<file path="src/logic/enc_pkg.sv">
// Shared constants for the encoder counter channel
package enc_pkg;

  // ------------------------------------------------------------------
  // Widths and reset values
  // ------------------------------------------------------------------
  localparam int          CNT_W        = 32;
  localparam int          AUX_N        = 6;
  localparam logic [31:0] COUNT_RST    = 32'h0000_0000;
  localparam logic [31:0] PRELOAD_RST  = 32'h0000_0000;
  localparam logic [31:0] CAPTURE_RST  = 32'h0000_0000;
  localparam logic [1:0]  REF_RST      = 2'h0;

  // ------------------------------------------------------------------
  // Evaluation mode field positions and values
  // ------------------------------------------------------------------
  localparam int         MODE_EVAL_LO = 0;
  localparam int         MODE_EVAL_HI = 1;
  localparam int         MODE_DIR_BIT = 2;
  localparam int         MODE_INV_BIT = 3;
  localparam logic [1:0] EVAL_PLAIN   = 2'h0;
  localparam logic [1:0] EVAL_X1      = 2'h1;
  localparam logic [1:0] EVAL_X2      = 2'h2;
  localparam logic [1:0] EVAL_X4      = 2'h3;

  // ------------------------------------------------------------------
  // Hardware load/clear selector values
  // ------------------------------------------------------------------
  localparam logic [2:0] LDCLR_OFF        = 3'h0;
  localparam logic [2:0] LDCLR_CLR_NEXT   = 3'h1;
  localparam logic [2:0] LDCLR_CLR_ALL    = 3'h2;
  localparam logic [2:0] LDCLR_CLR_TIMER  = 3'h3;
  localparam logic [2:0] LDCLR_LD_NEXT    = 3'h4;
  localparam logic [2:0] LDCLR_LD_ALL     = 3'h5;
  localparam logic [2:0] LDCLR_CLR_NEG_LD = 3'h6;
  localparam logic [2:0] LDCLR_LD_AUX     = 3'h7;

  // ------------------------------------------------------------------
  // Capture trigger selector values
  // ------------------------------------------------------------------
  localparam logic [2:0] CAP_OFF        = 3'h0;
  localparam logic [2:0] CAP_SYNC_PULSE = 3'h1;
  localparam logic [2:0] CAP_TIMER      = 3'h2;
  localparam logic [2:0] CAP_SYNC_IN    = 3'h3;
  localparam logic [2:0] CAP_AUX        = 3'h4;
  localparam logic [2:0] CAP_REF_FIRST  = 3'h5;
  localparam logic [2:0] CAP_REF_SECOND = 3'h6;
  localparam logic [2:0] CAP_REF_ALL    = 3'h7;

  // ------------------------------------------------------------------
  // Status bit positions
  // ------------------------------------------------------------------
  localparam int REF_FIRST_BIT  = 0;
  localparam int REF_SECOND_BIT = 1;
  localparam int TRK_A_BIT      = 0;
  localparam int TRK_B_BIT      = 1;
  localparam int TRK_C_BIT      = 2;

endpackage : enc_pkg

</file>
<file path="src/logic/encoder_counter_channel.sv">
// One 32-bit encoder counter channel with preload, capture and ref logic
// Functional notes
// - Mode 00: A direction, B clock, C trigger
// - Modes 01/10/11: quadrature 1x, 2x, 4x
// - Direction bit reverses counting
// - Invert bit flips A,B and ref quadrant
// - Preload command copies preload value to counter
// - Zero command clears the counter
// - Selector 0 off, 1/2 clear on ref, 3 timer
// - Selector 4/5 load on next/every ref
// - Selector 6 clear on ref, reload at underflow
// - Selector 7 loads on aux input 1/3/5
// - Software capture into capture register 0 or 1
// - Sync pulse to all channels, optional cascade
// - Capture trigger 0 off, 1 sync, 2 timer, 3 sync input
// - Capture trigger 4 uses aux input 2/4/6
// - Capture trigger 5/6/7: first, second, every ref
// - Inhibit bit makes aux 1/3/5 block ref marks
// - Two-bit status: first and second ref passed
// - Ref clear restarts mark recognition
// - Report live A, B, C levels
// - Report live encoder fault level
// - Timer zero crossing is a trigger event
`timescale 1ns/100ps
`default_nettype none

module encoder_counter_channel
  import enc_pkg::*;
#(
  parameter int CHAN_IDX = 0
) (
  input  wire logic             mclk_in,
  input  wire logic             sys_rst_in,
  input  wire logic             track_a_in,
  input  wire logic             track_b_in,
  input  wire logic             track_c_in,
  input  wire logic             encoder_fault_in,
  input  wire logic [AUX_N-1:0] aux_in,
  input  wire logic             sync_input_in,
  input  wire logic             timer_zero_in,
  input  wire logic [3:0]       evaluation_mode_select_in,
  input  wire logic [2:0]       hw_load_clear_select_in,
  input  wire logic [2:0]       capture0_trigger_select_in,
  input  wire logic [2:0]       capture1_trigger_select_in,
  input  wire logic [2:0]       ref_inhibit_config_in,
  input  wire logic             preload_value_write_in,
  input  wire logic [CNT_W-1:0] preload_value_in,
  input  wire logic             software_preload_in,
  input  wire logic             software_zero_in,
  input  wire logic             software_capture_in,
  input  wire logic             capture_select_in,
  input  wire logic             sync_capture_pulse_in,
  input  wire logic             cascade_enable_in,
  input  wire logic             ref_status_clear_in,
  output logic      [CNT_W-1:0] count_out,
  output logic      [CNT_W-1:0] capture0_value_out,
  output logic      [CNT_W-1:0] capture1_value_out,
  output logic      [1:0]       ref_traversed_status_out,
  output logic      [2:0]       track_level_status_out,
  output logic                  encoder_fault_status_out,
  output logic                  cascade_output_out
);

  // Aux inputs wired to this channel (load/inhibit, capture)
  localparam int AUX_LD  = 2 * CHAN_IDX;
  localparam int AUX_CAP = 2 * CHAN_IDX + 1;

  // ------------------------------------------------------------------
  // Capture trigger decode, shared by both capture registers
  // ------------------------------------------------------------------
  function automatic logic cap_hit(input logic [2:0] sel,
                                   input logic sync_p, input logic tmr,
                                   input logic sync_r, input logic aux_r,
                                   input logic first, input logic second,
                                   input logic any_ref);
    case (sel)
      CAP_OFF:        cap_hit = 1'b0;
      CAP_SYNC_PULSE: cap_hit = sync_p;
      CAP_TIMER:      cap_hit = tmr;
      CAP_SYNC_IN:    cap_hit = sync_r;
      CAP_AUX:        cap_hit = aux_r;
      CAP_REF_FIRST:  cap_hit = first;
      CAP_REF_SECOND: cap_hit = second;
      CAP_REF_ALL:    cap_hit = any_ref;
      default:        cap_hit = 1'b0;
    endcase
  endfunction : cap_hit

  logic [2:0]       trk_lvl;
  logic [2:0]       trk_prev;
  logic [7:0]       io_lvl;
  logic [7:0]       io_rise;
  logic             a_eff;
  logic             b_eff;
  logic             ap_eff;
  logic             bp_eff;
  logic             step;
  logic             up;
  logic             ref_now;
  logic             ref_was;
  logic             inhibit;
  logic             ref_evt;
  logic [1:0]       ref_base;
  logic             first_mark;
  logic             second_mark;
  logic             hw_clr;
  logic             hw_ld;
  logic             neg_cross;
  logic [CNT_W-1:0] count_q;
  logic [CNT_W-1:0] count_d;
  logic [CNT_W-1:0] preload_q;
  logic [CNT_W-1:0] preload_d;
  logic [CNT_W-1:0] cap0_q;
  logic [CNT_W-1:0] cap0_d;
  logic [CNT_W-1:0] cap1_q;
  logic [CNT_W-1:0] cap1_d;
  logic [1:0]       ref_q;
  logic [1:0]       ref_d;
  logic [2:0]       trk_q;
  logic             fault_q;
  logic             casc_q;
  logic             casc_d;

  // ------------------------------------------------------------------
  // Input synchronisers
  // ------------------------------------------------------------------
  sync_edge #(.WIDTH(3)) u_trk_sync (
    .mclk_in    (mclk_in),
    .sys_rst_in (sys_rst_in),
    .async_in   ({track_c_in, track_b_in, track_a_in}),
    .level_out  (trk_lvl),
    .prev_out   (trk_prev),
    .rise_out   ()
  );

  // Aux, sync input and fault share one synchroniser
  sync_edge #(.WIDTH(8)) u_io_sync (
    .mclk_in    (mclk_in),
    .sys_rst_in (sys_rst_in),
    .async_in   ({encoder_fault_in, sync_input_in, aux_in}),
    .level_out  (io_lvl),
    .prev_out   (),
    .rise_out   (io_rise)
  );

  // ------------------------------------------------------------------
  // Track conditioning and quadrant evaluation
  // ------------------------------------------------------------------
  always_comb begin
    a_eff  = trk_lvl[TRK_A_BIT]  ^ evaluation_mode_select_in[MODE_INV_BIT];
    b_eff  = trk_lvl[TRK_B_BIT]  ^ evaluation_mode_select_in[MODE_INV_BIT];
    ap_eff = trk_prev[TRK_A_BIT] ^ evaluation_mode_select_in[MODE_INV_BIT];
    bp_eff = trk_prev[TRK_B_BIT] ^ evaluation_mode_select_in[MODE_INV_BIT];
  end

  quad_eval u_quad (
    .a_in       (a_eff),
    .b_in       (b_eff),
    .a_prev_in  (ap_eff),
    .b_prev_in  (bp_eff),
    .eval_in    (evaluation_mode_select_in[MODE_EVAL_HI:MODE_EVAL_LO]),
    .dir_inv_in (evaluation_mode_select_in[MODE_DIR_BIT]),
    .step_out   (step),
    .up_out     (up)
  );

  // ------------------------------------------------------------------
  // Reference mark detection and status
  // ------------------------------------------------------------------
  always_comb begin
    // Plain counting uses C alone; encoders qualify it by quadrant
    if (evaluation_mode_select_in[MODE_EVAL_HI:MODE_EVAL_LO] == EVAL_PLAIN)
    begin
      ref_now = trk_lvl[TRK_C_BIT];
      ref_was = trk_prev[TRK_C_BIT];
    end else begin
      ref_now = a_eff & b_eff & trk_lvl[TRK_C_BIT];
      ref_was = ap_eff & bp_eff & trk_prev[TRK_C_BIT];
    end
    inhibit = ref_inhibit_config_in[CHAN_IDX] & io_lvl[AUX_LD];
    ref_evt = ref_now & ~ref_was & ~inhibit;
    // A clear in the same cycle as a mark makes it the first mark
    ref_base    = ref_status_clear_in ? REF_RST : ref_q;
    first_mark  = ref_evt & ~ref_base[REF_FIRST_BIT];
    second_mark = ref_evt & ref_base[REF_FIRST_BIT]
                  & ~ref_base[REF_SECOND_BIT];
    ref_d = ref_base;
    if (first_mark) begin
      ref_d[REF_FIRST_BIT] = 1'b1;
    end
    if (second_mark) begin
      ref_d[REF_SECOND_BIT] = 1'b1;
    end
  end

  // ------------------------------------------------------------------
  // Hardware load/clear selection
  // ------------------------------------------------------------------
  always_comb begin
    hw_clr = 1'b0;
    hw_ld  = 1'b0;
    case (hw_load_clear_select_in)
      LDCLR_OFF:        hw_clr = 1'b0;
      LDCLR_CLR_NEXT:   hw_clr = first_mark;
      LDCLR_CLR_ALL:    hw_clr = ref_evt;
      LDCLR_CLR_TIMER:  hw_clr = timer_zero_in;
      LDCLR_LD_NEXT:    hw_ld  = first_mark;
      LDCLR_LD_ALL:     hw_ld  = ref_evt;
      LDCLR_CLR_NEG_LD: hw_clr = ref_evt;
      LDCLR_LD_AUX:     hw_ld  = io_rise[AUX_LD];
      default:          hw_clr = 1'b0;
    endcase
    neg_cross = step & ~up & (count_q == COUNT_RST);
  end

  // ------------------------------------------------------------------
  // Counter and preload next values
  // ------------------------------------------------------------------
  always_comb begin
    preload_d = preload_value_write_in ? preload_value_in : preload_q;
    // Software commands outrank hardware triggers, which outrank steps
    if (software_zero_in) begin
      count_d = COUNT_RST;
    end else if (software_preload_in) begin
      count_d = preload_q;
    end else if (hw_clr) begin
      count_d = COUNT_RST;
    end else if (hw_ld) begin
      count_d = preload_q;
    end else if (step) begin
      if (neg_cross && hw_load_clear_select_in == LDCLR_CLR_NEG_LD) begin
        count_d = preload_q;
      end else if (up) begin
        count_d = count_q + 32'h0000_0001;
      end else begin
        count_d = count_q - 32'h0000_0001;
      end
    end else begin
      count_d = count_q;
    end
  end

  // ------------------------------------------------------------------
  // Capture registers and cascade pulse
  // ------------------------------------------------------------------
  always_comb begin
    cap0_d = cap0_q;
    cap1_d = cap1_q;
    if ((software_capture_in && !capture_select_in) ||
        cap_hit(capture0_trigger_select_in, sync_capture_pulse_in,
                timer_zero_in, io_rise[AUX_N], io_rise[AUX_CAP],
                first_mark, second_mark, ref_evt)) begin
      cap0_d = count_q;
    end
    if ((software_capture_in && capture_select_in) ||
        cap_hit(capture1_trigger_select_in, sync_capture_pulse_in,
                timer_zero_in, io_rise[AUX_N], io_rise[AUX_CAP],
                first_mark, second_mark, ref_evt)) begin
      cap1_d = count_q;
    end
    casc_d = sync_capture_pulse_in & cascade_enable_in;
  end

  // ------------------------------------------------------------------
  // State registers
  // ------------------------------------------------------------------
  always_ff @(posedge mclk_in or posedge sys_rst_in) begin
    if (sys_rst_in) begin
      count_q   <= COUNT_RST;
      preload_q <= PRELOAD_RST;
      cap0_q    <= CAPTURE_RST;
      cap1_q    <= CAPTURE_RST;
      ref_q     <= REF_RST;
      trk_q     <= 3'h0;
      fault_q   <= 1'b0;
      casc_q    <= 1'b0;
    end else begin
      count_q   <= count_d;
      preload_q <= preload_d;
      cap0_q    <= cap0_d;
      cap1_q    <= cap1_d;
      ref_q     <= ref_d;
      trk_q     <= trk_lvl;
      fault_q   <= io_lvl[AUX_N+1];
      casc_q    <= casc_d;
    end
  end

  // Outputs straight from flops
  assign count_out                = count_q;
  assign capture0_value_out       = cap0_q;
  assign capture1_value_out       = cap1_q;
  assign ref_traversed_status_out = ref_q;
  assign track_level_status_out   = trk_q;
  assign encoder_fault_status_out = fault_q;
  assign cascade_output_out       = casc_q;
endmodule : encoder_counter_channel

`default_nettype wire

</file>
<file path="src/logic/sync_edge.sv">
// Two-stage input synchroniser with edge detection
`timescale 1ns/100ps
`default_nettype none

module sync_edge #(
  parameter int WIDTH = 1
) (
  input  wire logic             mclk_in,
  input  wire logic             sys_rst_in,
  input  wire logic [WIDTH-1:0] async_in,
  output logic      [WIDTH-1:0] level_out,
  output logic      [WIDTH-1:0] prev_out,
  output logic      [WIDTH-1:0] rise_out
);

  logic [WIDTH-1:0] meta_q;
  logic [WIDTH-1:0] sync_q;
  logic [WIDTH-1:0] prev_q;

  // ------------------------------------------------------------------
  // Stages; meta_q feeds sync_q only, never the edge logic
  // ------------------------------------------------------------------
  always_ff @(posedge mclk_in or posedge sys_rst_in) begin
    if (sys_rst_in) begin
      meta_q <= '0;
      sync_q <= '0;
      prev_q <= '0;
    end else begin
      meta_q <= async_in;
      sync_q <= meta_q;
      prev_q <= sync_q;
    end
  end

  // Edge detect on the settled stages
  assign level_out = sync_q;
  assign prev_out  = prev_q;
  assign rise_out  = sync_q & ~prev_q;

endmodule : sync_edge

`default_nettype wire

</file>
<file path="src/logic/quad_eval.sv">
// Quadrant evaluator: turns track transitions into count steps
`timescale 1ns/100ps
`default_nettype none

module quad_eval
  import enc_pkg::*;
(
  input  wire logic       a_in,
  input  wire logic       b_in,
  input  wire logic       a_prev_in,
  input  wire logic       b_prev_in,
  input  wire logic [1:0] eval_in,
  input  wire logic       dir_inv_in,
  output logic            step_out,
  output logic            up_out
);

  logic a_chg;
  logic b_chg;
  logic dir;

  // ------------------------------------------------------------------
  // Step and direction decode
  // ------------------------------------------------------------------
  always_comb begin
    a_chg = a_in ^ a_prev_in;
    b_chg = b_in ^ b_prev_in;
    // A leading B counts up; both tracks moving at once is dropped
    dir   = a_in ^ b_prev_in;
    case (eval_in)
      EVAL_PLAIN: begin
        step_out = b_in & ~b_prev_in;
        dir      = a_in;
      end
      EVAL_X1:    step_out = a_chg & ~b_in & ~b_chg;
      EVAL_X2:    step_out = a_chg & ~b_chg;
      EVAL_X4:    step_out = a_chg ^ b_chg;
      default:    step_out = 1'b0;
    endcase
    up_out = dir ^ dir_inv_in;
  end

endmodule : quad_eval

`default_nettype wire

</file>
<file path="config.mk">
export PLATFORM = sky130hd
export DESIGN_NAME = encoder_counter_channel
export DESIGN_NICKNAME = d
export VERILOG_FILES = /design/src/logic/enc_pkg.sv /design/src/logic/encoder_counter_channel.sv /design/src/logic/sync_edge.sv /design/src/logic/quad_eval.sv
export SDC_FILE = /design/constraint.sdc
export NUM_CORES = 1
export LEC_CHECK = 0
export BUFFER_PORTS_ARGS = -buffer_cell sky130_fd_sc_hd__buf_2
export CAP_MARGIN = 20
export CELL_PAD_IN_SITES_DETAIL_PLACEMENT = 0
export CELL_PAD_IN_SITES_GLOBAL_PLACEMENT = 1
export CORE_UTILIZATION = 25
export DETAILED_ROUTE_END_ITERATION = 10
export PLACE_DENSITY = 0.57
export SLEW_MARGIN = 20
export SYNTH_ARGS = -nofsm -noshare
export SYNTH_HDL_FRONTEND = slang
export SYNTH_HIERARCHICAL = 1
export SYNTH_SLANG_ARGS = --single-unit
</file>
<file path="constraint.sdc">
create_clock -name mclk_in -period 4.95 [get_ports mclk_in]
set_input_delay 0 -clock mclk_in [delete_from_list [all_inputs] [get_ports mclk_in]]
set_output_delay 0 -clock mclk_in [all_outputs]
set_load 0.005 [all_outputs]
</file>
# Yosys cells after proc, flatten, opt, wreduce, memory -nomap -nowiden
# Cells that the tools add are included.
# word_totals
wordCells	105
out_inout_bits	103
regBits	164
input_bits	70
# classes
reduce_logical	12
eq_ne	24
bitwise	36
n_addsub	2
muxes	18
# op_table
cell	n
32-bit two-way mux	7
3-bit == test (second input constant)	12
32-bit by 1-bit adder with 32-bit output (second input constant)	1
32-bit zero test	1
32-bit by 1-bit subtractor with 32-bit output (second input constant)	1
3-bit by 2-bit == test with 1-bit output (second input constant)	6
1-bit bitwise AND	17
1-bit case mux with 8 select lines	2
3-bit by 1-bit == test with 1-bit output (second input constant)	3
1-bit bitwise XOR	9
1-bit NOT	8
7-bit bitwise AND	1
7-bit NOT	1
3-bit zero test	2
1-bit case mux with 3 select lines	2
1-bit two-way mux	5
5-bit nonzero test	1
2-bit == test (second input constant)	2
1-bit case mux with 4 select lines	1
1-bit logical AND	3
2-bit by 1-bit == test with 1-bit output (second input constant)	1
2-bit zero test	1
1-bit logical OR	2
2-bit two-way mux	1
2 further kinds	2

# Logic depth before layout (Yosys ltp)
# Gate-level depths: netlist (run 1).
# depth
ltp_word	14
depth_mapped	16
mapped_depth_nobuf	14

# By module
# The synthesis (run 1) kept the hierarchy.
# by_module_without_submodules
mod	n_inst	area_each_um2	seq_area_each_um2	cells_per_inst
encoder_counter_channel	1	7269.5	3378.2	650
sync_edge at u_io_sync	1	714.4	600.6	33
sync_edge at u_trk_sync	1	270.3	225.2	13
quad_eval	1	137.6	0.0	19

# Least setup slack after synthesis (run 1)
# No wires, ideal clock.
# synth_path
path_kind	flip-flop to flip-flop
start	register u_trk_sync.sync_q[0] (netlist: u_trk_sync/level_out[0])
end	register count_q[22] (netlist: count_out[22])
path_buffers	0
stages_incl_launch_ff	14
synth_period_minus_slack_ns	3.739
arrival_ns	3.613
setup_slack_ns	1.211
path_cell_list	dfrtp_1 -> xor2_1 -> xnor2_1 -> xnor2_1 -> inv_1 -> fa_1 -> a211oi_1 -> o211ai_1 -> a21oi_1 -> o21ai_0 -> a31o_2 -> a31oi_1 -> xnor2_1 -> a221o_1
# synth_via
elab_chain_cells	14
elab_cells_between_ends	30
cone_classes	mux (12); bitwise (16); reduce/logical (2)
# synth_rtl
item	line	rtl
start: declaration	sync_edge.sv:17	logic [WIDTH-1:0] sync_q;
start signal: assignment	sync_edge.sv:30	sync_q <= meta_q;
1-bit bitwise XOR *	encoder_counter_channel.sv:150	a_eff = trk_lvl[TRK_A_BIT] ^ evaluation_mode_select_in[MODE_INV_BIT];
named net a_eff	encoder_counter_channel.sv:93	logic a_eff;
1-bit bitwise XOR	quad_eval.sv:29	dir = a_in ^ b_prev_in;
1-bit two-way mux *	quad_eval.sv:30	case (eval_in)
1-bit bitwise XOR *	quad_eval.sv:40	up_out = dir ^ dir_inv_in;
named net up	encoder_counter_channel.sv:98	logic up;
1-bit NOT	encoder_counter_channel.sv:213	neg_cross = step & ~up & (count_q == COUNT_RST);
1-bit bitwise AND (2 in a row)	encoder_counter_channel.sv:213	
1-bit logical AND	encoder_counter_channel.sv:231	if (neg_cross && hw_load_clear_select_in == LDCLR_CLR_NEG_LD) begin
32-bit two-way mux *	encoder_counter_channel.sv:231	
32-bit two-way mux *	encoder_counter_channel.sv:230	end else if (step) begin
32-bit two-way mux *	encoder_counter_channel.sv:228	end else if (hw_ld) begin
32-bit two-way mux *	encoder_counter_channel.sv:226	end else if (hw_clr) begin
32-bit two-way mux *	encoder_counter_channel.sv:224	end else if (software_preload_in) begin
32-bit two-way mux *	encoder_counter_channel.sv:222	if (software_zero_in) begin
end signal: assignment	encoder_counter_channel.sv:278	count_q <= count_d;
end: declaration	encoder_counter_channel.sv:109	logic [CNT_W-1:0] count_q;
# Mark *: on every way through the listed nets, which the timed path passes. The rest lies on a longest branch. The select of a mux whose other input is x is not followed.
# A chain may end at the register's enable or synchronous reset.

# Worst setup path in the final report (run 1)
# layout_path
start	register u_trk_sync.sync_q[0] (netlist: u_trk_sync/level_out[0])
end	register count_q[30] (netlist: count_out[30])
# Same word-level chain as after synthesis.

==> results.md, run 1 <==
* Minimum clock period at 4.18 ns
* # nets final at 1,004
* Num rows at 64
* R2R Setup Slk at slightly below 0.8 ns
* Max Fanout on Critical Path at 14
* R2R Path End: count_out[30]$_DFFE_PP0P_
* Post-detail-place hpwl at 16,600 µm
* Post-DRT Antenna Nets at 0
* Placed Instances at around 1,200
* Crit-path most repeated cell: xnor2_1
* Via density at ~4.8
* Cell Area, Synth at roughly 8000 µm²
* Max incr delay on CP at 0.55 ns
* Clk Latency, worst-skew pair at 0.44 ns
* I/O pins at approximately 170
* Syn_nets at 799
* Fmax at around 240 MHz
* Worst R2R Start: u_trk_sync/level_out[0]$_DFF_PP0_
* Layout cell share with drive strength beyond 1 at between 30% and 40%
* Initial Util at 25.7%
* WHS Endpoint: count_out[22]$_DFFE_PP0P_
* # port buffers at 166
* Min-Delay Path Class: in -> reg
* Setup TNS Final at 0 ns
* WP data required at 5.24 ns
* Total Routed Length at ~24,000 µm
* Pin count of the biggest net entering global routing at slightly above 80
* Number of max-cap violations at 0
* Yosys warns at 6
* CP endpoint kind: register
* Hold Crit Start: software_preload_in
* Mapped Cells at 694
* Final Hold Fails at 0
* Worst-path clk slew at 0.07 ns
* Num CTS Buffers at 17
* Area delta synth->final at 28.7%
* Peak supply drop at 0.000256 V
* Core box area at 30,900 µm²
* Mean Syn Cell Area at roughly 11 µm²
* Leakage at 4.93 nW
* Worst Slack Setup Final at 0.770 ns
* Final Max Tran Viols at 0
* CTS max path bufs at 2
* Worst Hold Path Cells at 4
* CTS Root Cell: clkbuf_16
* Total gr overflow at 0
* R2R cell count at 13
* Crit Path Class: reg -> reg
* Status: finished, final reports clean
* Tightest Pin Transition at 0.855 ns
* Fin crit share at a little over four fifths
* Setup WS pre-CTS at 0.849 ns
* Iter 0 DRT Violations at 384
* DRC errors left at 0
* CP Cell Sequence: xor2_1 -> xnor2_1 -> xnor2_1 -> inv_1 -> fa_1 -> a211oi_1 -> o211ai_1 -> a21oi_1 -> o21ai_0 -> a311oi_1 -> o31ai_1 -> xnor2_1 -> o22ai_1
* Delay-heaviest family, CP: compound AO/OA/AOI/OAI gates
* Buf/Inv on CP at 1
* Vias at ~6,300
* Total power at 0.00476 W
* Vias in the first global route at ~6,300
* Non-Filler Instances at about 1,300
* Unrepaired setup endpoints after global routing: false
* Worst Clk Skew at 0.0246 ns
* Clock sinks at around 160
* Routability cong. at 0.791
* First-pass GRT wire length at 37,900 µm
* Initial antenna violation count at 0
* PwrDens at 465 nW/µm²
* Global-route usage over all layers at 14.9%
* CP max stage cell: a311oi_1
* Core Util, Final at 33.1%
* Avg WL per Cell at 18.0 µm
* DIE WIDTH at 180 µm
* Die outline area at 32,500 µm²
* Critical Path Source Type: register
* Worst slew margin at between 40% and 50%
* Antenna diodes at 0
* H-tree depth at 4
* Detailed Routing Iterations Pass 1 at 5
* TritonCTS clock tree: done
* Crit path DAT at 4.47 ns
* Height of the die at 180 µm
* Final setup fails at 0
* Post-CTS Resized at 0
[worst max-delay path by stage]
stage	to	startpoint	slack [ns]	depth (start not counted)
after floorplan	count_out[22]$_DFFE_PP0P_	u_trk_sync/level_out[0]$_DFF_PP0_	1.22	13
after global placement	count_out[26]$_DFFE_PP0P_	u_trk_sync/level_out[0]$_DFF_PP0_	0.87	13
after detailed placement	count_out[26]$_DFFE_PP0P_	u_trk_sync/level_out[0]$_DFF_PP0_	0.85	13
after CTS	count_out[30]$_DFFE_PP0P_	u_trk_sync/level_out[0]$_DFF_PP0_	0.83	13
after global routing	count_out[30]$_DFFE_PP0P_	u_trk_sync/level_out[0]$_DFF_PP0_	0.40	13
final	count_out[30]$_DFFE_PP0P_	u_trk_sync/level_out[0]$_DFF_PP0_	0.77	13
[power by group]
group / switching, W / internal (W) / total (W)
clock network: 0.000606 / 0.000763 / 0.00137
registers: 0.000219 / 0.00150 / 0.00172
logic: 0.000882 / 0.000788 / 0.00167
[state kept, by name, summed over array words and instances (netlist names)]
name and count:
capture0_value_out 32, capture1_value_out 32, cascade_output_out 1, count_out 32
encoder_fault_status_out 1, preload_q 32, ref_traversed_status_out 2, track_level_status_out 3
u_io_sync/level_out 4, u_io_sync/meta_q 4, u_io_sync/prev_out 3, u_trk_sync/level_out 3
u_trk_sync/meta_q 3, u_trk_sync/prev_out 3
[final cells by class]
cell class,count,area (µm²)
inverter,23,91.3
tap,396,495
clock inverter,15,176
timing repair buffer,218,1330
multi-input combinational,484,3840
sequential,155,3880
fill,3187,20700
clock buffer,17,425
[worst register-to-register path: cells and delay by family, from the launching register on]
| family | cells | cell delay, ns |
|---|---|---|
| AO/OA/AOI/OAI | 7 | 1.90 |
| XOR/XNOR | 4 | 0.85 |
| adder cells (fa/ha/maj) | 1 | 0.52 |
| buffers and inverters | 1 | 0.33 |
| flip-flops | 1 | 0.44 |
[per-layer routing]
| metal | global-route usage, % | up-vias | share of wire [%] |
|---|---|---|---|
| li1 | - | 2994 | - |
| met1 | 22.1 | 3123 | 52 |
| met2 | 22.1 | 154 | 43 |
| met3 | 3.25 | 9 | 4.2 |
| met4 | 2.97 | 0 | 0.75 |
| met5 | 0 | - | 0 |
[stage by stage]
step | hold WS, ns | instance area (µm²)
finish | 0.0587 | 10200
global route | 0.0739 | 10200
CTS | 0.0345 | 10200
detailed placement | 0.0287 | 9210
global placement | 0.0310 | 9210
floorplan | -0.172 | 7960
[cell usage in the layout, fill, tap and decap left out, types with 4 or more instances in the layout]
cell type and instances:
ha_1 34, o22ai_1 9, a221oi_1 19, o21a_1 5, o31ai_1 4, inv_6 9, and3_1 6, mux2_2 96
a21o_1 15, nor2_1 46, nand4_1 9, xnor2_1 20, buf_2 166, o21ai_0 22, nor3_1 20, nand3_1 4
inv_1 22, dfrtp_1 155, a311oi_1 4, xor2_1 16, nand2_1 28, clkinv_4 4, buf_4 9, a22oi_1 14
nor4_1 9, a21oi_1 32, clkbuf_16 17, dlygate4sd3_1 43, a211oi_1 5
[timing repair]
item | in CTS | in global routing
hold buffers | 43 | 0
endpoints found under the hold margin | 142 | 0
buffers inserted | 0 | 0
No activity file was read; power rests on OpenSTA's default activity.
==> run 2: changes to the inputs <==
PLACE_DENSITY = 0.59   (was 0.57)
clock period = 3.67 ns   (was 4.95 ns; I/O delays follow)
==> results.md, run 2 (synthesis results as in run 1) <==
* DIE WIDTH at 180 µm (unchanged)
* Routability cong. at 0.818 (+3.4%)
* Min-Delay Path Class: in -> reg
* Power share of the clock group at 26.3% (-2.5 points)
* Seq pwr share at 35.0% (-1.1 points)
* Final Hold Fails at 0 (unchanged)
* Setup TNS Final at 0 ns (unchanged)
* Number of max-cap violations at 0 (unchanged)
* Antenna diodes at 0 (unchanged)
* Final setup fails at 0 (unchanged)
* WP data required at 3.96 ns (-1.28 ns)
* Clk Latency, worst-skew pair at 0.44 ns (about the same)
* Worst Clk Skew at 0.00733 ns (-0.0172 ns)
* Pin count of the biggest net entering global routing at 92 (+12%)
* Hold Crit Start: software_preload_in
* Status: finished, final reports clean
* DRC errors left at 0 (unchanged)
* CP Cell Sequence: xor2_2 -> xnor2_2 -> xnor2_2 -> clkinvlp_4 -> buf_12 -> buf_4 -> ha_1 -> a21o_1 -> nand4_1 -> a21oi_1 -> or2_2 -> a41o_4 -> xor2_1 -> a221oi_1 -> nor3_1
* Vias at 6,359 (+1.3%)
* Placed Instances at 1,270 (+3.0%)
* # port buffers at 166 (unchanged)
* CTS max path bufs at 2 (unchanged)
* Clock sinks at 155 (unchanged)
* Tightest Pin Transition at 0.993 ns (+0.137 ns)
* Worst Hold Path Cells at 4 (unchanged)
* Detailed Routing Iterations Pass 1 at 4 (-1)
* Worst R2R Start: u_trk_sync/level_out[0]$_DFF_PP0_
* Minimum clock period at 3.51 ns (-0.672 ns)
* CTS Root Cell: clkbuf_16
* Power Internal at 0.00425 W (+39%)
* Worst-path clk slew at 0.07 ns (about the same)
* Post-detail-place hpwl at 17,200 µm (+3.2%)
* Core box area at 30,900 µm² (unchanged)
* WHS Endpoint: count_out[21]$_DFFE_PP0P_
* Final Max Tran Viols at 0 (unchanged)
* PwrDens at 621 nW/µm² (+34%)
* Crit-path most repeated cell: xnor2_2
* Avg WL per Cell at 17.6 µm (-2.2%)
* Max Fanout on Critical Path at 17 (+3)
* H-tree depth at 4 (unchanged)
* Max incr delay on CP at 0.41 ns (-0.14 ns)
* CP endpoint kind: register
* Layout cell share with drive strength beyond 1 at 40.2% (+4.7 points)
* Total power at 0.00661 W (+39%)
* Peak supply drop at 0.000312 V (+22%)
* Setup WS pre-CTS at 0.107 ns (-0.741 ns)
* Initial Util at 25.7% (unchanged)
* I/O pins at 173 (unchanged)
* Sw power at 0.00236 W (+38%)
* Num rows at 64 (unchanged)
* Worst slew margin at 33.7% (-9.2 points)
* Fin crit share at 95.6% (+11 points)
* Worst Slack Setup Final at 0.162 ns (-0.608 ns)
* Critical Path Source Type: register
* R2R Path End: count_out[13]$_DFFE_PP0P_
* Height of the die at 180 µm (unchanged)
* Crit path DAT at 3.80 ns (-0.67 ns)
* Cell area after layout at 10,700 µm² (+4.0%)
* Total gr overflow at 0 (unchanged)
* R2R Setup Slk at 0.16 ns (-0.61 ns)
* Buf/Inv on CP at 3 (+2)
* Delay-heaviest family, CP: compound AO/OA/AOI/OAI gates
* Area delta synth->final at 33.9%
* Logic pwr share at 38.7% (+3.6 points)
* Iter 0 DRT Violations at 246 (-36%)
* Net Sw Frac at 35.7% (-0.19 points)
* Placed cell area at 9560 µm² (+3.8%)
* Vias in the first global route at 6,459 (+2.3%)
* Post-DRT Antenna Nets at 0 (unchanged)
* Total Routed Length at 23,700 µm (+0.60%)
* Leakage at 5.11 nW (+3.7%)
* First-pass GRT wire length at 38,100 µm (+0.55%)
* Non-Filler Instances at 1,346 (+2.9%)
* # nets final at 1,042 (+3.8%)
* Crit Path Class: reg -> reg
* Most common cell after layout, fill and taps aside: buf_2
* CP max stage cell: dfrtp_1
* Fmax at 285 MHz (+19%)
* Most frequent cells in the layout: 166 x buf_2, 155 x dfrtp_1, 96 x mux2_2, 46 x nor2_1, 44 x buf_4
* Via density at 4.72 (-1.6%)
* Die outline area at 32,500 µm² (unchanged)
* R2R cell count at 15 (+2)
* Num CTS Buffers at 17 (unchanged)
* TritonCTS clock tree: done
* Global-route usage over all layers at 15.2% (+0.24 points)
* Initial antenna violation count at 0 (unchanged)
-- run 2: power by group through the flow --
| stage | Combinational (W) | Clock [W] | Sequential (W) |
|---|---|---|---|
| CTS | 0.00251 | 0.00182 | 0.00233 |
| global route | 0.00284 | 0.00188 | 0.00237 |
| global placement | 0.00245 | 0 | 0.00234 |
| detailed placement | 0.00245 | 0 | 0.00236 |
| finish | 0.00256 | 0.00174 | 0.00231 |
| floorplan | 0.00151 | 0 | 0.00228 |
-- run 2: cell type report --
class	instances	area [µm²]
sequential	155	3880
fill	3174	20300
tap	396	495
multi-input combinational	484	3970
clock inverter	13	133
timing repair buffer	256	1650
inverter	23	95.1
clock buffer	19	433
-- run 2: worst reg2reg max path: stages, from the launching register on --
cell and delay, ns:
dfrtp_1 0.41, xor2_2 0.21, xnor2_2 0.16, xnor2_2 0.26, clkinvlp_4 0.16, buf_12 0.16
buf_4 0.18, ha_1 0.26, a21o_1 0.19, nand4_1 0.11, a21oi_1 0.10, or2_2 0.34
a41o_4 0.32, xor2_1 0.16, a221oi_1 0.25, nor3_1 0.08
-- run 2: timing repair --
item,4_1_cts,5_1_grt
setup buffers,0,1
resized for setup,0,23
setup endpoints to repair,0,11
hold endpoints to repair,152,0
hold buffers,43,0
-- run 2: worst max path at each step --
stage / startpoint / to / slack, ns / cells past startpoint
after global placement: u_trk_sync/level_out[0]$_DFF_PP0_ / count_out[28]$_DFFE_PP0P_ / 0.18 / 15
after global routing: u_trk_sync/level_out[0]$_DFF_PP0_ / count_out[22]$_DFFE_PP0P_ / -0.01 / 15
after CTS: u_trk_sync/level_out[0]$_DFF_PP0_ / count_out[31]$_DFFE_PP0P_ / 0.07 / 15
after floorplan: u_trk_sync/level_out[0]$_DFF_PP0_ / count_out[22]$_DFFE_PP0P_ / 0.01 / 13
final: u_trk_sync/level_out[0]$_DFF_PP0_ / count_out[13]$_DFFE_PP0P_ / 0.16 / 15
after detailed placement: u_trk_sync/level_out[0]$_DFF_PP0_ / count_out[31]$_DFFE_PP0P_ / 0.11 / 15
-- run 2: layer usage --
layer  vias to the layer above  track usage, %  wire length [µm]
li1                       3065               -                 -
met3                         9            3.35               979
met1                      3143            20.9             11500
met4                         0            3.90               197
met2                       142            23.9             11000
met5                         -               0                 0
-- run 2: metrics by stage --
step           hold slack [ns]  util, %
3_3_place_gp            0.0385     30.9
3_5_place_dp            0.0396     30.9
6_report                0.0487     34.5
2_1_floorplan           -0.172        -
5_1_grt                 0.0297     34.5
4_1_cts                 0.0134     34.2
==> run 3: changes to the inputs <==
CORE_MARGIN = 10   (was unset)
CORE_UTILIZATION = 33   (was 25)
PLACE_DENSITY = 0.72   (was 0.59)
==> results.md, run 3 (synthesis results as in run 1) <==
* CTS max path bufs at 2 (unchanged)
* Initial Util at 33.7% (+8.0 points)
* CP endpoint kind: register
* Hold Crit Start: software_preload_in
* Worst Slack Setup Final at 0.161 ns (-0.00106 ns)
* Iter 0 DRT Violations at 410 (+67%)
* Vias in the first global route at 6,714 (+3.9%)
* Buf/Inv on CP at 2 (-1)
* Peak supply drop at 0.000292 V (-6.5%)
* Final setup fails at 0 (unchanged)
* DIE WIDTH at 175 µm (-2.8%)
* R2R Setup Slk at 0.16 ns (about the same)
* Die outline area at 30,700 µm² (-5.6%)
* PwrDens at 639 nW/µm² (+3.0%)
* Clock sinks at 155 (unchanged)
* Vias at 6,456 (+1.5%)
* I/O pins at 173 (unchanged)
* Minimum clock period at 3.51 ns (+0.00106 ns)
* Placed Instances at 1,191 (-6.2%)
* Total gr overflow at 0 (unchanged)
* H-tree depth at 4 (unchanged)
* Post-detail-place hpwl at 16,900 µm (-1.5%)
* Clk Latency, worst-skew pair at 0.44 ns (about the same)
* Antenna diodes at 0 (unchanged)
* Setup WS pre-CTS at 0.0955 ns (-0.0119 ns)
* Placed cell area at 9440 µm² (-1.3%)
* Final Max Tran Viols at 0 (unchanged)
* Most frequent cells in the layout: 166 x buf_2, 155 x dfrtp_1, 96 x mux2_2, 43 x nor2_1, 43 x dlygate4sd3_1
* Crit-path most repeated cell: xnor2_2
* Most common cell after layout, fill and taps aside: buf_2
* R2R cell count at 14 (-1)
* WP data required at 3.98 ns (+0.02 ns)
* Area delta synth->final at 33.8% (about the same)
* Global-route usage over all layers at 15.4% (+0.26 points)
* CP Cell Sequence: xor2_2 -> xnor2_2 -> xnor2_2 -> clkinvlp_4 -> buf_12 -> fa_2 -> a211oi_2 -> o211ai_1 -> a21oi_2 -> o21ai_2 -> a31o_2 -> a31oi_1 -> xnor2_1 -> a221o_1
* Fmax at 285 MHz (about the same)
* Detailed Routing Iterations Pass 1 at 6 (+2)
* Delay-heaviest family, CP: compound AO/OA/AOI/OAI gates
* Worst-path clk slew at 0.07 ns (about the same)
* CP max stage cell: dfrtp_1
* Crit path DAT at 3.82 ns (+0.02 ns)
* Height of the die at 175 µm (-2.8%)
* R2R Path End: count_out[22]$_DFFE_PP0P_
* Layout cell share with drive strength beyond 1 at 41.1% (+0.93 points)
* Num CTS Buffers at 17 (unchanged)
* Filler Cell Count at 2,262 (-29%)
* Max incr delay on CP at 0.41 ns (about the same)
* Final Hold Fails at 0 (unchanged)
* DRC errors left at 0 (unchanged)
* Crit Path Class: reg -> reg
* # nets final at 1,040 (-0.19%)
* Critical Path Source Type: register
* Num rows at 56 (-13%)
* Fin crit share at 95.6% (about the same)
* Setup TNS Final at 0 ns (unchanged)
* Non-Filler Instances at 1,267 (-5.9%)
* Via density at 5.10 (+7.9%)
* Min-Delay Path Class: in -> reg
* Initial antenna violation count at 0 (unchanged)
* WHS Endpoint: count_out[19]$_DFFE_PP0P_
* Worst Hold Path Cells at 4 (unchanged)
* Pin count of the biggest net entering global routing at 91 (-1.1%)
* Cell area after layout at 10,600 µm² (about the same)
* Grt peak-use layer: met2
* # port buffers at 166 (unchanged)
* CTS Root Cell: clkbuf_16
* GRT met1 Usage at 20.4% (-0.53 points)
* Max Fanout on Critical Path at 13 (-4)
* Worst Clk Skew at 0.0115 ns (+0.00413 ns)
* Leakage at 5.14 nW (+0.58%)
* TritonCTS clock tree: done
* Post-DRT Antenna Nets at 0 (unchanged)
* Worst R2R Start: u_trk_sync/level_out[0]$_DFF_PP0_
* Avg WL per Cell at 18.5 µm (+4.9%)
* Status: finished, final reports clean
* Number of max-cap violations at 0 (unchanged)
* First-pass GRT wire length at 37,900 µm (-0.45%)
* Routing usage on met2 at 24.5% (+0.59 points)
* Total Routed Length at 23,400 µm (-1.3%)
* Worst slew margin at 34.3% (+0.59 points)
* Routability cong. at 0.865 (+5.8%)
* Core Util, Final at 45.1% (+11 points)
* Tightest Pin Transition at 0.984 ns (-0.00877 ns)
* Met3 GRT Util at 4.55% (+1.2 points)
* Core box area at 23,600 µm² (-24%)
run 3: worst max-delay path by stage:
stage                                      start                         to  slack [ns]  cells past startpoint
6_report       u_trk_sync/level_out[0]$_DFF_PP0_  count_out[22]$_DFFE_PP0P_        0.16                     14
4_1_cts        u_trk_sync/level_out[0]$_DFF_PP0_  count_out[22]$_DFFE_PP0P_        0.05                     15
3_3_place_gp   u_trk_sync/level_out[0]$_DFF_PP0_  count_out[22]$_DFFE_PP0P_        0.09                     15
2_1_floorplan  u_trk_sync/level_out[0]$_DFF_PP0_  count_out[22]$_DFFE_PP0P_        0.01                     13
3_5_place_dp   u_trk_sync/level_out[0]$_DFF_PP0_  count_out[22]$_DFFE_PP0P_         0.1                     15
5_1_grt        u_trk_sync/level_out[0]$_DFF_PP0_  count_out[24]$_DFFE_PP0P_      -0.009                     15
run 3: final cells by class:
type | count | area, µm² | area share, %
Multi-Input combinational cell | 484 | 4020 | 37.7
Sequential cell | 155 | 3880 | 36.4
Timing Repair Buffer | 254 | 1630 | 15.3
Clock buffer | 17 | 425 | 4.00
Tap cell | 319 | 399 | 3.75
Clock inverter | 15 | 203 | 1.90
Inverter | 23 | 95.1 | 0.893
run 3: per-layer routing:
| metal | vias to the layer above | wire [µm] |
|---|---|---|
| li1 | 3051 | - |
| met1 | 3214 | 10900 |
| met2 | 171 | 10900 |
| met3 | 20 | 1380 |
| met4 | 0 | 269 |
| met5 | - | 0 |
run 3: report_power, final:
group | switching, W | internal, W
registers | 0.000281 | 0.00202
clock network | 0.000807 | 0.00110
logic | 0.00130 | 0.00129
run 3: worst min-delay path, stage by stage:
cell	delay [ns]
buf_2	0.15
a22oi_1	0.10
a2bb2oi_1	0.13
o21ai_1	0.06
run 3: what timing repair did:
action	4_1_cts	5_1_grt
gates resized for setup	0	33
buffers inserted	0	1
hold buffers	43	0
setup endpoints to repair	0	15
endpoints found under the hold margin	150	0
run 3: stage by stage:
step	hold WS (ns)	power, W
finish	0.0438	0.00680
global route	0.0701	0.00728
CTS	0.0294	0.00678
detailed placement	0.0310	0.00479
global placement	0.0382	0.00476
floorplan	-0.172	0.00379
